[src/hw/pfs_pkg.sv]
// Constants and carrier types for the power-fail supervisor
package pfs_pkg;

    localparam logic [7:0] WARN_VECTOR      = 8'h2B;
    localparam int         SYNC_WIDTH       = 4;
    localparam int         CS_COUNT         = 4;
    localparam int         PE_COUNT         = 4;
    localparam logic       STROBE_IDLE      = 1'h1;
    localparam logic       PIN_DRIVE_LEVEL  = 1'h0;
    localparam int         POS_BELOW_WARN   = 0;
    localparam int         POS_BELOW_RUN    = 1;
    localparam int         POS_BELOW_BACKUP = 2;
    localparam int         POS_PIN          = 3;

    typedef enum logic [1:0] {
        ST_RUN,
        ST_WARN,
        ST_RESET,
        ST_BACKUP
    } supply_state_e;

    typedef struct packed {
        logic below_warning;
        logic below_run;
        logic below_backup;
    } supply_s;

    typedef struct packed {
        logic [CS_COUNT-1:0] chip_select_n;
        logic [PE_COUNT-1:0] periph_select_n;
        logic                write_n;
    } strobe_s;

    localparam strobe_s STROBE_OFF = '{
        chip_select_n:   {CS_COUNT{STROBE_IDLE}},
        periph_select_n: {PE_COUNT{STROBE_IDLE}},
        write_n:         STROBE_IDLE
    };

    typedef struct packed {
        supply_state_e state;
        logic          warn_prev;
        logic          int_pend;
        logic [7:0]    vector;
        logic          hold_reset;
        logic          pin_oe_b;
        logic          backup_n;
        strobe_s       strobe;
    } sup_state_s;

endpackage

[src/hw/pfs_sync.sv]
// Two-stage synchroniser for asynchronous level inputs
`timescale 1ns/100ps
module pfs_sync #(
    parameter int W = 1
) (
    input  wire logic         clk_i,
    input  wire logic         rst_b_i,
    input  wire logic [W-1:0] d_i,
    input  wire logic [W-1:0] init_i,
    output logic      [W-1:0] q_o
);
    // First stage feeds only the second stage
    logic [W-1:0] meta;
    logic [W-1:0] next_meta;
    logic [W-1:0] next_q;

    always_comb begin
        next_meta = d_i;
        next_q    = meta;
    end

    // Reset value is all zeros; init_i from the parent is not used for reset
    always_ff @(posedge clk_i or negedge rst_b_i) begin
        if (!rst_b_i) begin
            meta <= '0;
            q_o  <= '0;
        end else begin
            meta <= next_meta;
            q_o  <= next_q;
        end
    end

    logic unused_init;
    assign unused_init = ^init_i;
endmodule

[src/hw/power_fail_supervisor.sv]
// Power-fail supervisor: warning interrupt, supply reset, strobe forcing and backup switchover
// Function
// RL1 - Supply below warning threshold with interrupt enabled vectors to address 2Bh.
// RL2 - Between warning and run thresholds the processor keeps running normally.
// RL3 - At run threshold, hold reset until supply rises back above it.
// RL4 - In low-supply reset all chip selects and write strobe are forced high.
// RL5 - Below backup threshold switch to backup cell and power down most circuits.
// RL6 - Drive reset-status pin low while supply is low and processor in reset.
// RL7 - Reset-status pin pulled low outside is a reset request; peers may share it.
// RL8 - Drive backup-active output low while running from the backup cell.
// RL9 - Reset-status and backup-active outputs stay valid with main supply at 0V.
// RL10 - Backup cell loaded only below backup threshold, otherwise never drawn.
// RL11 - Battery-backed chip selects stay inactive high below backup threshold.
// RL12 - Threshold inputs synchronised first; warning interrupt gated by an enable bit.
`timescale 1ns/100ps
module power_fail_supervisor (
    input  wire logic            clk_i,
    input  wire logic            rst_b_i,
    input  pfs_pkg::supply_s     supply_i,
    input  wire logic            warn_int_en_i,
    input  wire logic            int_ack_i,
    input  pfs_pkg::strobe_s     strobe_i,
    input  wire logic            reset_status_pin_i,
    output logic                 reset_status_pin_o,
    output logic                 reset_status_pin_oe_b_o,
    output logic                 backup_active_n_o,
    output logic                 backup_switch_o,
    output logic                 core_power_down_o,
    output logic                 battery_load_o,
    output logic                 cpu_reset_o,
    output logic                 int_req_o,
    output logic [7:0]           int_vector_o,
    output pfs_pkg::strobe_s     strobe_o
);

    localparam pfs_pkg::sup_state_s RESET_STATE = '{
        state:      pfs_pkg::ST_RESET,
        warn_prev:  1'h0,
        int_pend:   1'h0,
        vector:     8'h00,
        hold_reset: 1'h1,
        pin_oe_b:   1'h0,
        backup_n:   1'h1,
        strobe:     pfs_pkg::STROBE_OFF
    };

    pfs_pkg::sup_state_s st;
    pfs_pkg::sup_state_s next_st;
    pfs_pkg::supply_s    sup;
    logic [pfs_pkg::SYNC_WIDTH-1:0] raw_in;
    logic [pfs_pkg::SYNC_WIDTH-1:0] synced;
    logic                pin_low;
    logic                ext_req;
    logic                warn_edge;
    logic                forced;

    // Comparators and the shared pin are asynchronous to this clock
    always_comb begin
        raw_in = '0;
        raw_in[pfs_pkg::POS_BELOW_WARN]   = supply_i.below_warning;
        raw_in[pfs_pkg::POS_BELOW_RUN]    = supply_i.below_run;
        raw_in[pfs_pkg::POS_BELOW_BACKUP] = supply_i.below_backup;
        // Pin is synchronised as a plain level, so its reset value of 0 reads as "pin low",
        // which matches our own drive during reset
        raw_in[pfs_pkg::POS_PIN]          = reset_status_pin_i;
    end

    pfs_sync #(
        .W(pfs_pkg::SYNC_WIDTH)
    ) u_sync (                                                       // [RL12]
        .clk_i  (clk_i),
        .rst_b_i(rst_b_i),
        .d_i    (raw_in),
        .init_i ('0),
        .q_o    (synced)
    );

    always_comb begin
        sup.below_warning = synced[pfs_pkg::POS_BELOW_WARN];
        sup.below_run     = synced[pfs_pkg::POS_BELOW_RUN];
        sup.below_backup  = synced[pfs_pkg::POS_BELOW_BACKUP];
        pin_low           = ~synced[pfs_pkg::POS_PIN];
    end

    // Own drive is masked; after release the pin echo can stretch reset by three cycles
    assign ext_req   = pin_low & st.pin_oe_b;                        // [RL7]
    assign warn_edge = sup.below_warning & ~st.warn_prev;

    always_comb begin
        next_st = st;
        next_st.warn_prev = sup.below_warning;
        case (st.state)
            pfs_pkg::ST_RUN: begin
                if (sup.below_backup) begin
                    next_st.state = pfs_pkg::ST_BACKUP;              // [RL5]
                end else if (sup.below_run) begin
                    next_st.state = pfs_pkg::ST_RESET;               // [RL3]
                end else if (sup.below_warning) begin
                    next_st.state = pfs_pkg::ST_WARN;
                end
            end
            pfs_pkg::ST_WARN: begin
                if (sup.below_backup) begin
                    next_st.state = pfs_pkg::ST_BACKUP;
                end else if (sup.below_run) begin
                    next_st.state = pfs_pkg::ST_RESET;
                end else if (!sup.below_warning) begin
                    next_st.state = pfs_pkg::ST_RUN;
                end
            end
            pfs_pkg::ST_RESET: begin
                if (sup.below_backup) begin
                    next_st.state = pfs_pkg::ST_BACKUP;
                end else if (!sup.below_run) begin
                    next_st.state = sup.below_warning ? pfs_pkg::ST_WARN
                                                      : pfs_pkg::ST_RUN;  // [RL3]
                end
            end
            pfs_pkg::ST_BACKUP: begin
                if (!sup.below_backup) begin
                    next_st.state = pfs_pkg::ST_RESET;
                end
            end
            default: begin
                next_st.state = pfs_pkg::ST_RESET;
            end
        endcase

        forced = (next_st.state == pfs_pkg::ST_RESET) ||
                 (next_st.state == pfs_pkg::ST_BACKUP);

        // Warning state keeps the core running; only supply or the pin resets it
        // Echo of our own drive keeps the core held, so release gives no reset pulse
        next_st.hold_reset = forced | ext_req | (pin_low & ~st.pin_oe_b);  // [RL3] [RL7]

        // Set wins over acknowledge; a supply reset or backup drops a pending warning
        if (forced) begin
            next_st.int_pend = 1'h0;
        end else if (warn_edge && warn_int_en_i) begin
            next_st.int_pend = 1'h1;                                 // [RL1] [RL12]
        end else if (int_ack_i) begin
            next_st.int_pend = 1'h0;
        end
        next_st.vector = next_st.int_pend ? pfs_pkg::WARN_VECTOR : 8'h00;  // [RL1]

        next_st.pin_oe_b = ~forced;                                  // [RL6]
        next_st.backup_n = (next_st.state != pfs_pkg::ST_BACKUP);    // [RL8]
        next_st.strobe   = forced ? pfs_pkg::STROBE_OFF : strobe_i;  // [RL4] [RL11]
    end

    always_ff @(posedge clk_i or negedge rst_b_i) begin
        if (!rst_b_i) begin
            st <= RESET_STATE;
        end else begin
            st <= next_st;
        end
    end

    // These two pins sit in the backup-powered part, so they hold level at 0V main supply
    assign reset_status_pin_o      = pfs_pkg::PIN_DRIVE_LEVEL;       // [RL9]
    assign reset_status_pin_oe_b_o = st.pin_oe_b;                    // [RL9]
    assign backup_active_n_o       = st.backup_n;                    // [RL9]
    assign backup_switch_o         = ~st.backup_n;                   // [RL5]
    assign core_power_down_o       = ~st.backup_n;                   // [RL5]
    // Cell is tapped only through the switchover path, never above the threshold
    assign battery_load_o          = ~st.backup_n;                   // [RL10]
    assign cpu_reset_o             = st.hold_reset;
    assign int_req_o               = st.int_pend;
    assign int_vector_o            = st.vector;
    assign strobe_o                = st.strobe;
endmodule

[config.mk]
export PLATFORM = sky130hd
export DESIGN_NAME = power_fail_supervisor
export DESIGN_NICKNAME = d
export VERILOG_FILES = /design/src/hw/pfs_pkg.sv /design/src/hw/pfs_sync.sv /design/src/hw/power_fail_supervisor.sv
export SDC_FILE = /design/constraint.sdc
export NUM_CORES = 1
export LEC_CHECK = 0
export ABC_AREA = 1
export BUFFER_PORTS_ARGS = -buffer_cell sky130_fd_sc_hd__buf_2
export CAP_MARGIN = 30
export CORE_MARGIN = 3
export CORE_UTILIZATION = 45
export CTS_CLUSTER_SIZE = 24
export DETAILED_ROUTE_END_ITERATION = 8
export GPL_TIMING_DRIVEN = 0
export PLACE_DENSITY_LB_ADDON = 0.2
export REMOVE_ABC_BUFFERS = 1
export SYNTH_ARGS = -nofsm -noshare
export SYNTH_HDL_FRONTEND = slang
export SYNTH_SLANG_ARGS = --single-unit
[constraint.sdc]
create_clock -name clk_i -period 2.7 [get_ports clk_i]
set_clock_uncertainty 0.05 [all_clocks]
set_input_delay 0.405 -clock clk_i [delete_from_list [all_inputs] [get_ports clk_i]]
set_output_delay 0.405 -clock clk_i [all_outputs]
set_load 0.03 [all_outputs]
==> impl_metrics.json <==
{
  "synth_seq_cells": 24,
  "power_density_nw_per_um2": 626,
  "grt_use_total_pct": 9.64,
  "drv_slew": 0,
  "crit_path_start_kind": "register",
  "crit_type": "reg -> out",
  "synth_edf_count": 0,
  "core-area_um2": 1800,
  "first_iter_violations": 0,
  "post_cts_resized": 0,
  "numCtsBuffers": 3,
  "fin_crit_ns": 1.52,
  "cts_sinks": 24,
  "die_area_um2": 2570,
  "vias_per_cell": 3.91,
  "synth_area_um2": 898,
  "fmax_mhz": 659,
  "netlist.area_leader.share_pct": 35.1,
  "clock_tree.root_cell": "clkbuf_4",
  "hold_buffers": 0,
  "fin_tns_setup_ns": 0,
  "cts_tree": "built",
  "yosys-top-cells-area": "dfstp_2 35%, dfrtp_1 33%, buf_4 17%",
  "clk_latency_ns": 0.30,
  "grtUsageMet3_pct": 2.97,
  "avgSynthCellArea_um2": 13.0,
  "rsz0062_at_grt": "no",
  "final_nets": 110,
  "yosysUniqueCellTypes": 14,
  "detail-route-antenna-nets": 0,
  "cp-end-kind": "output pin",
  "hpwl_um": 832,
  "synth.largest_area_cell": "dfstp_2",
  "grt_max_degree": 25,
  "die_y_um": 50.7,
  "area_growth_pct": 11.3,
  "outcome": "finished, violations left",
  "hold_ws_ns": -0.00708,
  "ios": 42,
  "busiest_layer": "met2",
  "antenna_found_initial": 0,
  "wl_um": 1100,
  "async_flop_share_pct": 100,
  "grt_pass1_vias": 432,
  "ys_warn_count": 0,
  "grt_pass1_wl_um": 1790,
  "max-clock-path-buffers": 2,
  "use_met1_pct": 10.5,
  "postCtsSetupBuffers": 0,
  "drt_first_pass_iters": 1,
  "violations": "hold timing",
  "initial_utilization_pct": 49.9,
  "drv_cap": 0,
  "finalCritPeriodShare_pct": 56.2,
  "grt_use_met2_pct": 15.9,
  "die_w_um": 50.7,
  "syn_inst": 69,
  "port_buffers": 36,
  "yosysSeqAreaShare_pct": 68.5,
  "synth-main-ff-cell": "dfstp_2",
  "yosysMostFrequentCell": "buf_4",
  "htree_levels": 1,
  "critical_path_required_ns": 2.25,
  "holdCritPathClass": "in -> async",
  "clk_pin_slew_ns": 0.12,
  "fin_util_pct": 55.5,
  "drive_gt1_share_pct": 60.9,
  "synth_common_cells": "20 x buf_4, 12 x dfrtp_1, 12 x dfstp_2",
  "peakVddDrop_v": 0.000316,
  "setup_viol": 0,
  "p_leak_nw": 0.498,
  "worstPathMaxFanout": 3,
  "placementRows": 15,
  "cp.arrival_ns": 1.06,
  "hold_viol_final": 12,
  "diodes": 0,
  "place_congestion": 0.629,
  "drc_errors": 0,
  "overflow": 0,
  "wl_per_cell_um": 9.42,
  "via_count": 458
}
[final cells by class]
type	instances	area (um2)
clock buffer	4	36.3
fill	169	802
inverter	5	18.8
multi-input combinational	23	118
sequential	24	616
tap	25	31.3
timing repair buffer	36	180
[cells in the final DEF (no fill, tap or decap)]
cell,netlist,routed
a21oi_1,1,1
dfrtp_1,12,12
nand2_1,4,4
o21ai_0,1,1
nand3_1,1,1
or2_2,2,2
nand2_2,1,1
inv_1,5,5
or2_1,7,7
dfstp_2,12,12
clkbuf_4,0,3
conb_1,1,5
buf_2,0,36
clkbuf_8,0,1
nor2_2,1,1
[metal layers]
metal | routed length (um) | share of wire [%] | vias to the layer above
met4 | 22 | 2.0 | 0
met1 | 379 | 34 | 204
met5 | 0 | 0 | -
li1 | - | - | 223
met3 | 133 | 12 | 4
met2 | 567 | 51 | 27
[per-stage QoR]
step / setup WS [ns] / power (mW) / std cells / area, um2 / hold slack, ns
2_1_floorplan: 1.05 / 0.428 / 52 / 752 / 0.0594
6_report: 1.18 / 0.626 / 117 / 1000 / -0.00708
3_3_place_gp: 1.53 / 0.454 / 113 / 963 / 0.282
5_1_grt: 1.11 / 0.663 / 117 / 1000 / 0.00884
3_5_place_dp: 1.52 / 0.456 / 113 / 963 / 0.286
4_1_cts: 1.16 / 0.639 / 117 / 1000 / 0.000585
[worst paths after layout]
kind / startpoint / end / slack, ns / depth (start not counted)
setup / recovery: backup_active_n_o / core_power_down_o / 1.18 / 2
hold / removal: rst_b_i / reset_status_pin_oe_b_o / -0.007 / 1
setup reg to reg: u_sync.q_o[2] / strobe_o[8] / 1.64 / 3
hold reg to reg: u_sync.meta[1] / u_sync.q_o[1] / 0.31 / 0
max in group asynchronous: rst_b_i / st[23] / 2.26 / 1
min in group clk_i: supply_i[1] / u_sync.meta[1] / 0.15 / 1
[kinds of logic (layout without fill, tap and decap cells)]
logic type | after synthesis | after routing | share of synthesized area (%)
compound gates | 2 | 2 | 1.11
buf+inv | 26 | 45 | 20.1
flops | 24 | 24 | 68.5
other cells | 1 | 5 | 0.417
simple gates | 16 | 16 | 9.89
[report_power, final]
part | switching, mW | internal [mW]
registers | 0.00453 | 0.379
clock network | 0.0959 | 0.0823
logic | 0.0461 | 0.0183
total | 0.147 | 0.479
[state kept, by name (all words and copies together), names as in the netlist]
signal / count
st: 3
backup_active_n_o: 1
u_sync.meta: 4
reset_status_pin_oe_b_o: 1
cpu_reset_o: 1
int_vector_o: 1
u_sync.q_o: 4
strobe_o: 9
[worst max-delay path: stages, from the launching register on]
cell,delay [ns]
dfstp_2,0.54
inv_1,0.05
buf_2,0.17
Note: power is estimated with default switching activity, not from simulation.
